### src/common/qpc_pkg.sv
// Shared constants and types of the quad-phase core pipeline and memory map.
// Assumes one system clock standing for the oscillator input and 14-bit program words.
package qpc_pkg;

    // *************************************************************
    // Widths and vectors
    // *************************************************************
    localparam int          PC_W         = 13;
    localparam int          DATA_W       = 8;
    localparam int          INSTR_W      = 14;
    localparam int          EADDR_W      = 9;
    localparam logic [12:0] VEC_RESET    = 13'h0000;
    localparam logic [12:0] VEC_INT      = 13'h0004;
    localparam logic [12:0] PC_STEP      = 13'h0001;

    // *************************************************************
    // Register file offsets within a bank
    // *************************************************************
    localparam logic [6:0]  OFS_INDIRECT = 7'h00;
    localparam logic [6:0]  OFS_CNT_LOW  = 7'h02;
    localparam logic [6:0]  OFS_STATUS   = 7'h03;
    localparam logic [6:0]  OFS_POINTER  = 7'h04;
    localparam logic [6:0]  OFS_LATCH    = 7'h0A;
    localparam logic [6:0]  OFS_RAM_BASE = 7'h0C;

    // *************************************************************
    // Core status layout and reset values
    // *************************************************************
    localparam int          ST_BANK_HIGH = 6;
    localparam int          ST_BANK_LOW  = 5;
    localparam int          ST_ZERO      = 2;
    localparam logic [7:0]  STATUS_RESET = 8'h18;
    localparam logic [7:0]  STATUS_RO    = 8'h18;
    localparam logic [4:0]  LATCH_RESET  = 5'h00;
    localparam logic [7:0]  BYTE_ZERO    = 8'h00;

    // *************************************************************
    // Instruction encodings
    // *************************************************************
    localparam logic [13:0] NOP_WORD     = 14'h0000;
    localparam logic [2:0]  OP_JUMP      = 3'h5;
    localparam logic [6:0]  OP_MOVE_WF   = 7'h01;
    localparam logic [5:0]  OP_MOVE_FW   = 6'h08;
    localparam logic [3:0]  OP_LOAD_W    = 4'hC;

    // Phase of the instruction cycle.
    typedef enum logic [1:0] {
        QPC_PH1 = 2'b00,
        QPC_PH2 = 2'b01,
        QPC_PH3 = 2'b10,
        QPC_PH4 = 2'b11
    } qpc_phase_t;

endpackage : qpc_pkg

### src/common/qpc_ram_if.sv
// Port bundle between the core and its general RAM.
// Assumes both ends run on the same clock.
interface qpc_ram_if #(parameter int AW = 7);
    logic [AW-1:0] addr;
    logic          rdEn;
    logic          wrEn;
    logic [7:0]    wrData;
    logic [7:0]    rdData;

    modport core (output addr, output rdEn, output wrEn, output wrData, input rdData);
    modport mem  (input addr, input rdEn, input wrEn, input wrData, output rdData);
endinterface : qpc_ram_if

### src/core/qpc_ram.sv
// General RAM of the data map, one byte per location, registered read data.
// Assumes read and write strobes come on distinct phases of the core.
module qpc_ram
    import qpc_pkg::*;
#(
    parameter int DEPTH = 68
) (
    // Clock
    input wire logic clk_sys,
    // Core side
    qpc_ram_if.mem   bus
);

    logic [7:0] cells [DEPTH];
    logic [7:0] rdData;

    // Writes store a byte, reads register the addressed byte.
    always_ff @(posedge clk_sys) begin
        if (bus.wrEn) begin
            cells[bus.addr] <= bus.wrData;
        end
        if (bus.rdEn) begin
            rdData <= cells[bus.addr];
        end
    end

    assign bus.rdData = rdData;

endmodule : qpc_ram

### src/core/qpc_core.sv
// Quad-phase core timing, two-stage pipeline and banked data memory map.
// Assumes program memory answers combinationally to progAddr within the cycle.
// What this block does
// [RL1] Divide the input clock into four non-overlapping phases per instruction cycle.
// [RL2] Program counter advances once per instruction cycle, at phase one.
// [RL3] Fetched word is captured into the instruction register at phase four.
// [RL4] Captured instruction is presented at phase one, executed in phases two to four.
// [RL5] Operand read happens in phase two, destination write in phase four.
// [RL6] Fetch overlaps execution, one plain instruction per cycle.
// [RL7] A counter change discards the fetched word, costing two cycles.
// [RL8] Program memory and data memory use separate buses.
// [RL9] Thirteen-bit counter spans an 8K word space of 14-bit words.
// [RL10] Only 512 or 1K words exist; higher addresses wrap.
// [RL11] Counter loads 0000h on reset and 0004h on interrupt.
// [RL12] Bank select low bit picks bank zero or bank one.
// [RL13] Banks span 128 bytes; first twelve are special registers, next 68 are RAM.
// [RL14] Bank one general RAM maps onto the same bank zero cells.
// [RL15] Indirect addresses combine the pointer with the high bank select bit.
// [RL16] Each general RAM byte is reachable directly or through the pointer.
// [RL17] The 64-byte data EEPROM is absent from the direct data map.
// [RL18] Instructions move working register to any file location and back.
// [RL19] Unimplemented data locations read as zero.
// [RL20] Upper counter bits come from a latch and are never copied back.
// [RL21] The indirect access location redirects to the pointer and stores nothing.
// [RL22] A flushed cycle executes as a no-operation.
module qpc_core
    import qpc_pkg::*;
#(
    parameter int PROG_WORDS = 1024,
    parameter int RAM_BYTES  = 68
) (
    // Clock and reset
    input  wire logic               clk_sys,
    input  wire logic               rst_n,
    // Program memory bus
    output logic [PC_W-1:0]         progAddr,
    input  wire logic [INSTR_W-1:0] progData,
    // Interrupt request
    input  wire logic               intReq,
    // Phase outputs and core state
    output logic                    phaseOne,
    output logic                    phaseTwo,
    output logic                    phaseThree,
    output logic                    phaseFour,
    output logic [DATA_W-1:0]       working
);

    localparam int          RAM_AW    = $clog2(RAM_BYTES);
    localparam logic [12:0] PROG_MASK = 13'(PROG_WORDS - 1);
    localparam logic [6:0]  RAM_TOP   = 7'(RAM_BYTES);

    // *************************************************************
    // Reset release
    // *************************************************************
    logic [1:0] rstPipe;
    logic       rstSync;

    // Two flops release the reset synchronously.
    always_ff @(posedge clk_sys or negedge rst_n) begin
        if (!rst_n) begin
            rstPipe <= 2'b00;
        end else begin
            rstPipe <= {rstPipe[0], 1'b1};
        end
    end
    assign rstSync = rstPipe[1];

    // *************************************************************
    // Phase generator
    // *************************************************************
    qpc_phase_t ph, next_ph;
    logic [3:0] next_phases;

    // [RL1] Divide by four.
    always_comb begin
        unique case (ph)
            QPC_PH1: next_ph = QPC_PH2;
            QPC_PH2: next_ph = QPC_PH3;
            QPC_PH3: next_ph = QPC_PH4;
            QPC_PH4: next_ph = QPC_PH1;
        endcase
        next_phases = 4'h1 << next_ph;
    end

    // Phase state and its one-hot copy on the outputs.
    always_ff @(posedge clk_sys or negedge rstSync) begin
        if (!rstSync) begin
            ph <= QPC_PH1;
            {phaseFour, phaseThree, phaseTwo, phaseOne} <= 4'h1;
        end else begin
            ph <= next_ph;
            {phaseFour, phaseThree, phaseTwo, phaseOne} <= next_phases;
        end
    end

    // *************************************************************
    // Data address decode
    // *************************************************************
    logic [PC_W-1:0]    pc;
    logic [INSTR_W-1:0] instr;
    logic [7:0]         status;
    logic [7:0]         pointer;
    logic [4:0]         latch;
    logic [7:0]         operand;
    logic [EADDR_W-1:0] effAddr;
    logic [6:0]         offset;
    logic               inRam;
    logic               unimpl;
    logic [7:0]         specRead;

    // [RL12] Bank bit selection.
    // Builds the 9-bit data address from bank bits and file field or pointer.
    function automatic logic [EADDR_W-1:0] effective(input logic [6:0] field,
                                                     input logic [7:0] stat,
                                                     input logic [7:0] ptr);
        logic [EADDR_W-1:0] ea;
        ea = {stat[ST_BANK_HIGH], stat[ST_BANK_LOW], field};
        if (field == OFS_INDIRECT) begin
            ea = {stat[ST_BANK_HIGH], ptr};
        end
        return ea;
    endfunction

    qpc_ram_if #(.AW(RAM_AW)) ramBus ();

    // [RL15] Indirect address from pointer and high bank bit.
    always_comb begin
        effAddr = effective(instr[6:0], status, pointer);
        offset  = effAddr[6:0];
        // [RL14] Both banks share general RAM cells.
        inRam   = !effAddr[EADDR_W-1] && (offset >= OFS_RAM_BASE)
                  && ((offset - OFS_RAM_BASE) < RAM_TOP);
        unimpl  = effAddr[EADDR_W-1];
        // [RL13] Low twelve offsets decode to special registers.
        // [RL17] The EEPROM has no place in this map.
        specRead = BYTE_ZERO;
        if (!unimpl) begin
            unique case (offset)
                OFS_CNT_LOW: specRead = pc[7:0];
                OFS_STATUS:  specRead = status;
                OFS_POINTER: specRead = pointer;
                OFS_LATCH:   specRead = {3'h0, latch};
                // [RL19] Anything else reads zero.
                default:     specRead = BYTE_ZERO;
            endcase
        end
    end

    // *************************************************************
    // Execute decode
    // *************************************************************
    logic       isJump;
    logic       isMoveWf;
    logic       isMoveFw;
    logic       isLoadW;
    logic       writesFile;
    logic [7:0] writeData;
    logic       lowWrite;
    logic       takeBranch;
    logic       takeInt;

    // [RL18] Moves between working register and file.
    always_comb begin
        isJump     = instr[13:11] == OP_JUMP;
        isMoveWf   = instr[13:7] == OP_MOVE_WF;
        isMoveFw   = instr[13:8] == OP_MOVE_FW;
        isLoadW    = instr[13:10] == OP_LOAD_W;
        writesFile = isMoveWf || (isMoveFw && instr[7]);
        writeData  = isMoveWf ? working : operand;
        lowWrite   = writesFile && !unimpl && (offset == OFS_CNT_LOW);
        takeBranch = (ph == QPC_PH4) && (isJump || lowWrite);
        takeInt    = (ph == QPC_PH4) && intReq && !takeBranch;
    end

    // [RL5] RAM read in phase two, write in phase four.
    // [RL8] Data RAM has its own bus apart from program memory.
    // [RL16] Direct or indirect bytes.
    assign ramBus.addr   = inRam ? RAM_AW'(offset - OFS_RAM_BASE) : '0;
    assign ramBus.rdEn   = ph == QPC_PH2;
    assign ramBus.wrEn   = (ph == QPC_PH4) && writesFile && inRam;
    assign ramBus.wrData = writeData;

    qpc_ram #(.DEPTH(RAM_BYTES)) generalRam (
        .clk_sys (clk_sys),
        .bus     (ramBus)
    );

    // *************************************************************
    // Pipeline and program counter
    // *************************************************************
    logic [PC_W-1:0]    next_pc;
    logic [PC_W-1:0]    next_progAddr;
    logic [INSTR_W-1:0] next_instr;
    logic [7:0]         next_operand;

    always_comb begin
        next_pc      = pc;
        next_instr   = instr;
        next_operand = operand;
        // [RL5] Operand captured after the phase two read.
        if (ph == QPC_PH3) begin
            next_operand = inRam ? ramBus.rdData : specRead;
        end
        if (ph == QPC_PH4) begin
            // [RL2] Step once per cycle into phase one.
            next_pc    = pc + PC_STEP;
            // [RL3] Capture fetched word; [RL4] it runs next cycle.
            // [RL6] Fetch of the next word overlaps this execution.
            next_instr = progData;
            if (takeBranch) begin
                // [RL20] Upper bits come from the latch only.
                next_pc    = isJump ? {latch[4:3], instr[10:0]} : {latch, writeData};
                // [RL7] Discard the fetched word; [RL22] run a no-operation.
                next_instr = NOP_WORD;
            end else if (takeInt) begin
                // [RL11] Interrupt vector.
                next_pc    = VEC_INT;
                next_instr = NOP_WORD;
            end
        end
        // [RL9] [RL10] Only low address bits reach program memory.
        next_progAddr = next_pc & PROG_MASK;
    end

    // Pipeline registers.
    always_ff @(posedge clk_sys or negedge rstSync) begin
        if (!rstSync) begin
            // [RL11] Reset vector.
            pc       <= VEC_RESET;
            progAddr <= VEC_RESET;
            instr    <= NOP_WORD;
            operand  <= BYTE_ZERO;
        end else begin
            pc       <= next_pc;
            progAddr <= next_progAddr;
            instr    <= next_instr;
            operand  <= next_operand;
        end
    end

    // *************************************************************
    // Core registers and working register
    // *************************************************************
    logic [7:0] next_status;
    logic [7:0] next_pointer;
    logic [4:0] next_latch;
    logic [7:0] next_working;

    // Destination writes land in phase four.
    always_comb begin
        next_status  = status;
        next_pointer = pointer;
        next_latch   = latch;
        next_working = working;
        if (ph == QPC_PH4) begin
            // [RL21] Indirect location stores nothing; writes go via pointer.
            if (writesFile && !unimpl) begin
                unique case (offset)
                    OFS_STATUS:  next_status  = (writeData & ~STATUS_RO) | STATUS_RO;
                    OFS_POINTER: next_pointer = writeData;
                    OFS_LATCH:   next_latch   = writeData[4:0];
                    default:     next_status  = status;
                endcase
            end
            if (isMoveFw) begin
                next_status[ST_ZERO] = operand == BYTE_ZERO;
                if (!instr[7]) begin
                    next_working = operand;
                end
            end
            if (isLoadW) begin
                next_working = instr[7:0];
            end
        end
    end

    // Core register state.
    always_ff @(posedge clk_sys or negedge rstSync) begin
        if (!rstSync) begin
            status  <= STATUS_RESET;
            pointer <= BYTE_ZERO;
            latch   <= LATCH_RESET;
            working <= BYTE_ZERO;
        end else begin
            status  <= next_status;
            pointer <= next_pointer;
            latch   <= next_latch;
            working <= next_working;
        end
    end
endmodule : qpc_core

### config.mk
export PLATFORM = sky130hd
export DESIGN_NAME = qpc_core
export DESIGN_NICKNAME = d
export VERILOG_FILES = /design/src/common/qpc_pkg.sv /design/src/common/qpc_ram_if.sv /design/src/core/qpc_ram.sv /design/src/core/qpc_core.sv
export SDC_FILE = /design/constraint.sdc
export NUM_CORES = 1
export LEC_CHECK = 0
export BUFFER_PORTS_ARGS = -buffer_cell sky130_fd_sc_hd__buf_2
export CAP_MARGIN = 20
export CORE_ASPECT_RATIO = 0.6
export CORE_MARGIN = 10
export CORE_UTILIZATION = 40
export DETAILED_ROUTE_END_ITERATION = 10
export PLACE_DENSITY = 0.6
export SYNTH_ARGS = -nofsm -noshare
export SYNTH_HDL_FRONTEND = slang
export SYNTH_SLANG_ARGS = --single-unit
### constraint.sdc
create_clock -name clk_sys -period 5.6 [get_ports clk_sys]
set_clock_uncertainty 0.2 [all_clocks]
set_input_delay 0.28 -clock clk_sys [delete_from_list [all_inputs] [get_ports clk_sys]]
set_output_delay 0.28 -clock clk_sys [all_outputs]
set_load 0.005 [all_outputs]
Word-level counts from Yosys, hierarchy flattened
Memory sizes are Yosys's and may differ from the RTL's. A register that Yosys moved wholly into a read port is not among the register bits.
Index checks and enable logic that the tools add are counted.
{"block": "classes", "n_addsub": 2, "n_lt_le_gt_ge": 2, "eq_ne": 12, "n_shift": 1, "muxes": 20, "n_reduce_logical": 25}
{"operator": "$mux W8", "n": 6}
{"operator": "$pmux W8 S4", "n": 1}
{"operator": "$mux W14", "n": 2}
{"operator": "$mux W13", "n": 2}
{"operator": "$reduce_and A3 Y1", "n": 5}
{"operator": "$eq A7 B2 Y1 const B", "n": 2}
{"operator": "$mux W7", "n": 2}
{"operator": "$add A13 B1 Y13 const B", "n": 1}
{"operator": "$mux W11", "n": 1}
{"operator": "$logic_and A1 B1 Y1", "n": 10}
{"operator": "$logic_not A8 Y1", "n": 1}
{"operator": "$pmux W2 S4", "n": 1}
{"operator": "$eq A7 B1 Y1 const B", "n": 1}
{"operator": "$eq A7 B3 Y1 const B", "n": 1}
{"operator": "$eq A7 B4 Y1 const B", "n": 1}
{"operator": "$ge A7 B4 Y1 const B", "n": 1}
{"operator": "$logic_not A7 Y1", "n": 1}
{"operator": "$lt A7 B7 Y1 const B", "n": 1}
{"operator": "$sub A7 B4 Y7 const B", "n": 1}
{"operator": "$eq A6 B4 Y1 const B", "n": 1}
{"operator": "$mux W3", "n": 2}
{"operator": "$reduce_bool A2 Y1", "n": 3}
{"operator": "$eq A2 B2 Y1 const B", "n": 2}
{"operator": "$eq A4 B4 Y1 const B", "n": 1}
{"operator": "8 further kinds", "n": 12}
{"block": "word_totals", "reg_bits": 70, "ram_bits": 544, "input_bits": 17, "output_inout_bits": 25, "word_cells": 78, "mem_count": 1}
{"name": "generalRam.cells", "words": 68, "word_bits": 8, "read_ports": 1, "rd_ports_with_merged_regs": 1, "wr": 1, "line": "qpc_ram.sv:14", "rtl": "logic [7:0] cells [DEPTH];"}

Depth between registers and ports, before layout
{"block": "depth", "ltp_word": 11, "depth_mapped": 13, "depth_no_buf": 9}

Modules after synthesis
From an unflattened synthesis, not the netlist that was laid out.
{"block": "hier_totals", "hier_cells": 1572, "hier_area_um2": 25654.6}
{"module": "qpc_ram", "instances": 1, "cells_each": 1161, "area_each_um2": 21702.1, "seq_area_each_um2": 16575.9}
{"module": "qpc_core", "instances": 1, "cells_each": 411, "area_each_um2": 3952.5, "seq_area_each_um2": 1677.9}

Worst setup path after synthesis
OpenSTA, ideal clock, no wires.
{"block": "synth_path", "path_type": "register to register", "start": "register instr[3]", "end": "memory generalRam.cells[41][0], enable pin", "setup_ns": 0.383, "t_arrival_ns": 3.140, "required_time_ns": 5.017, "slack_ns": 1.877, "path_stages_with_launch": 11, "n_path_buf": 4, "period_less_slack_ns": 3.723, "cell_sequence": "dfrtp_1 buf_2 nor4_4 a31oi_2 nor2_1 and4_1 buf_2 buf_2 buf_4 nand2_1 nor3_1"}
{"block": "synth_between", "elab_chain_len": 8, "elab_cells_between_ends": 11, "classes_between": "add/sub (1); order compare (2); mux (4); reduce/logical (4)"}
{"element": "start: declaration", "line": "qpc_core.sv:100", "rtl": "logic [INSTR_W-1:0] instr;"}
{"element": "start signal: assignment", "line": "qpc_core.sv:236", "rtl": "instr <= next_instr;"}
{"element": "$logic_not A7 Y1", "line": "qpc_core.sv:118", "rtl": "if (field == OFS_INDIRECT) begin"}
{"element": "$mux W7 (*)", "line": "qpc_core.sv:118"}
{"element": "$sub A7 B4 Y7 or $ge A7 B4 Y1 (tied branches)", "line": "qpc_core.sv:132, qpc_core.sv:178, qpc_core.sv:131"}
{"element": "$lt A7 B7 Y1 or $logic_and A1 B1 Y1 (tied branches)", "line": "qpc_core.sv:132, qpc_core.sv:131"}
{"element": "$logic_and A1 B1 Y1", "line": "qpc_core.sv:132", "rtl": "&& ((offset - OFS_RAM_BASE) < RAM_TOP);"}
{"element": "$logic_and A1 B1 Y1", "line": "qpc_core.sv:180", "rtl": "assign ramBus.wrEn = (ph == QPC_PH4) && writesFile && inRam;"}
{"element": "$mux W1", "line": "qpc_ram.sv:19", "rtl": "if (bus.wrEn) begin"}
{"element": "$mux W1 (not written as such)", "line": "qpc_ram.sv:20", "rtl": "cells[bus.addr] <= bus.wrData;"}
{"element": "end: declaration", "line": "qpc_ram.sv:14"}
Mark *: on every way between the ends. The rest lies on a longest branch, timed or not.

Worst setup path in the final report
{"block": "layout_path", "start": "register instr[6]", "end": "register generalRam.rdData[6] (netlist: generalRam.bus.rdData[6]), read port of generalRam.cells, data pin"}
{"block": "layout_between", "elab_chain_len": 6, "elab_cells_between_ends": 8, "classes_between": "add/sub (1); order compare (2); mux (2); reduce/logical (3)"}
{"element": "$logic_not A7 Y1", "line": "qpc_core.sv:118"}
{"element": "$mux W7 (*)", "line": "qpc_core.sv:118"}
{"element": "$sub A7 B4 Y7 or $ge A7 B4 Y1 (tied branches)", "line": "qpc_core.sv:132, qpc_core.sv:178, qpc_core.sv:131"}
{"element": "$lt A7 B7 Y1 or $logic_and A1 B1 Y1 (tied branches)", "line": "qpc_core.sv:132, qpc_core.sv:131"}
{"element": "$logic_and A1 B1 Y1", "line": "qpc_core.sv:132"}
{"element": "$mux W7 (*)", "line": "qpc_core.sv:178", "rtl": "assign ramBus.addr = inRam ? RAM_AW'(offset - OFS_RAM_BASE) : '0;"}
{"element": "end: declaration", "line": "qpc_ram.sv:15", "rtl": "logic [7:0] rdData;"}
Marked as above.
A chain may end at the register's enable or synchronous reset.

==> results.py <==
metrics = {
    "route": {
        "dr_wl_met2_mm": 30.3,
        "drt-vias-per-instance": 6.15,
        "wl_met3_mm": 12.2,
        "drcViolationCount": 0,
        "top_layer_used": "met4",
        "drt-wirelength-per-cell_um": 29.3,
        "drt-initial-drc-count": 2814,
        "final_antenna_net_count": 0,
        "firstDrtPassIters": 8,
        "met1Wirelength_mm": 33.9,
        "vias": 16200,
        "totalWireLength_mm": 77.4,
    },
    "setup_path": {
        "required_ps": 5720,
        "critical_path.max_fanout": 16,
        "critPathCaptureType": "register",
        "critPathLaunchType": "register",
        "path_class": "reg -> reg",
        "crit_arrival_ps": 5120,
    },
    "clocking": {
        "clk_pin_slew_ps": 70,
        "htreeDepth": 2,
        "cts.sinks": 619,
        "cts_resized": 0,
        "root_buffer": "clkbuf_16",
        "cts_buffer_depth": 3,
        "cts_buffers": 55,
        "clock_latency_ps": 620,
        "tritoncts": "done",
    },
    "power": {
        "p_int_mw": 7.22,
        "peakVddDrop_mv": 0.239,
        "switching_share_pct": 20.3,
        "seqPwrFrac_pct": 55.1,
        "pwr_density_cell_nw_per_um2": 321,
        "p_comb_share_pct": 1.8,
        "p_total_mw": 9.06,
        "p_leak_nw": 10.4,
        "clock_power_share_pct": 43.1,
        "p_switching_mw": 1.84,
    },
    "synthesis": {
        "synthTopCellsByArea": "edfxtp_1, dfrtp_1, nand2_1, a222oi_1, a21oi_1",
        "yosysUniqueCellTypes": 81,
        "yosysWarnings": 0,
        "async_flop_share_pct": 10.8,
        "syn_inst": 1643,
        "syn_avg_cell_area_um2": 14.9,
        "synth_seq_cells": 619,
        "ys_seq_area_share_pct": 74.5,
        "synth_area_um2": 24500,
        "synth-edff-count": 552,
        "synth_top_cell_by_area": "edfxtp_1",
        "netlist.area_leader.share_pct": 67.6,
        "synth_ff_type": "edfxtp_1",
    },
    "sta": {
        "max_freq_mhz": 200,
        "fin_crit_sh_pct": 89.2,
        "setup_violations": 0,
        "slew_violations": 0,
        "tightest_slew_ps": 1180,
        "tns_ps": 0,
        "holdWs_ps": 23.1,
        "hold_violations": 0,
        "min_period_ps": 5000,
        "slew_headroom_pct": 20.8,
        "rsz0062_at_grt": "no",
    },
    "floorplan": {
        "core_area_um2": 60800,
        "die_h_um": 212,
        "rows": 70,
        "start_util_pct": 40.3,
        "die_area_um2": 71900,
        "ios": 42,
        "die_w_um": 340,
    },
    "global_route": {
        "grt_pass1_wl_mm": 112,
        "grt_pass1_vias": 15300,
        "grt_util_all_layers_pct": 21.2,
        "gr-total-overflow": 0,
        "antenna_found_initial": 1,
        "grt_max_degree": 69,
    },
    "cells_and_area": {
        "syn2layout_area_growth_pct": 15.2,
        "stdcell_count": 2643,
        "post-route-util_pct": 46.5,
        "drive_above_1_share_pct": 15.9,
        "diodes": 0,
        "fin_nets": 1793,
    },
    "job": {
        "cap_violations": 0,
    },
    "placement": {
        "place_hpwl_mm": 52.0,
        "place_inst": 2522,
        "gp_congestion": 0.960,
        "io_buffers": 38,
    },
    "hold_path": {
        "hp-class": "reg -> async",
    },
    "status": {
        "status": "complete, no violations",
    },
}
==> power groups by stage <==
stage | clock network (mW) | logic [mW] | registers, mW
floorplan | 0 | 0.0974 | 5.08
global placement | 0 | 0.149 | 5.09
detailed placement | 0 | 0.152 | 5.09
CTS | 3.94 | 0.163 | 4.99
global route | 4.14 | 0.178 | 4.99
finish | 3.90 | 0.167 | 4.99
==> path summary, 6_finish.rpt <==
check / start / end / slack [ps] / depth (start not counted)
hold reg to reg: rstPipe[1] / phaseOne / 20 / 0
setup reg to reg: instr[6] / generalRam.bus.rdData[6] / 600 / 9
max in group asynchronous: rstPipe[1] / instr[13] / 4420 / 1
hold / removal: rstPipe[1] / phaseOne / 20 / 0
setup / recovery: instr[6] / generalRam.bus.rdData[6] / 600 / 9
min in group clk_sys: rstPipe[0] / rstPipe[1] / 160 / 0
==> final cells by class <==
class                      count  area, um2
fill                        5306      32500
sequential                   619      18300
multi-input combinational    903       5800
clock buffer                  69       1480
timing repair buffer         166       1220
tap                          828       1040
clock inverter                33        359
inverter                      25       93.8
==> stage by stage <==
stage | setup WS (ps) | instance area, um2
finish | 604 | 28200
global placement | 585 | 26200
global route | 474 | 28200
detailed placement | 638 | 26200
CTS | 599 | 28200
floorplan | 1880 | 24500
==> layout by cell type (no fill, tap or decap), types with 6 or more instances in the layout <==
cell and instances:
edfxtp_1 552, inv_2 8, buf_2 38, dfrtp_1 65, o221ai_1 7, ha_1 6
clkbuf_1 10, clkbuf_16 56, o2bb2ai_1 20, nand4_1 14, a221oi_1 30, clkinv_2 9
nor3_1 19, mux4_2 6, nand3_1 25, bufinv_16 7, o31ai_1 9, buf_4 107
nor4_1 9, mux2i_1 47, o21ai_0 53, nor2_1 102, a31oi_1 32, o41ai_1 6
a211oi_1 9, nand2_1 178, a22oi_1 41, o22ai_1 15, clkinv_1 9, dlygate4sd3_1 18
a22o_1 12, mux2_2 10, a21oi_1 105, a222oi_1 58, inv_1 17
==> critical path, cell delays in order (launching register included) <==
cell	delay, ps
dfrtp_1	560
or4_4	630
o31a_1	440
o21ai_1	870
nor2_2	370
o211ai_1	530
buf_6	240
a31oi_1	100
o41ai_1	600
o2111ai_1	170
==> cells in the mapped netlist (15+ instances only) <==
| cell | number |
|---|---|
| buf_2 | 27 |
| mux2i_1 | 47 |
| a31oi_1 | 32 |
| inv_1 | 25 |
| o21ai_0 | 53 |
| o22ai_1 | 15 |
| nor3_1 | 23 |
| o2bb2ai_1 | 20 |
| a21oi_1 | 106 |
| a22oi_1 | 41 |
| nand3_1 | 27 |
| a222oi_1 | 58 |
| nand2_1 | 178 |
| a221oi_1 | 30 |
| nor2_1 | 104 |
| edfxtp_1 | 552 |
| clkbuf_1 | 59 |
| dfrtp_1 | 66 |
==> sequential cells by signal (all words and copies together), names as in the netlist, 2 cells and up <==
name / flops
generalRam.bus.rdData: 8
generalRam.cells: 544
instr: 14
latch: 5
operand: 8
ph: 2
pointer: 8
progAddr: 10
rstPipe: 2
status: 6
working: 8
==> cells by family (layout without fill, tap and decap cells) <==
logic type                 Yosys count  after routing  synth area share (%)
and+or+nand+nor                    384            384                  6.91
other                                2              4                0.0306
DFF                                619            619                  74.5
buffers and inverters              123            293                  2.20
xor gates and xnor gates             3              3                 0.168
AOI/OAI and AO/OA                  441            441                  12.9
adders and majority gates            6              6                 0.306
muxes                               65             65                  3.04
==> repair_timing <==
| item | in CTS | in global routing |
|---|---|---|
| hold buffers | 18 | 0 |
| setup buffers | 0 | 0 |
| endpoints found under the hold margin | 26 | 0 |
==> metal layers <==
layer  track usage, %  vias up
met2             27.8     1112
met4             3.34        0
met1             32.7     8230
li1                 -     6812
met3             8.19       95
met5            0.277        -
No activity file was read; power rests on OpenSTA's default activity.
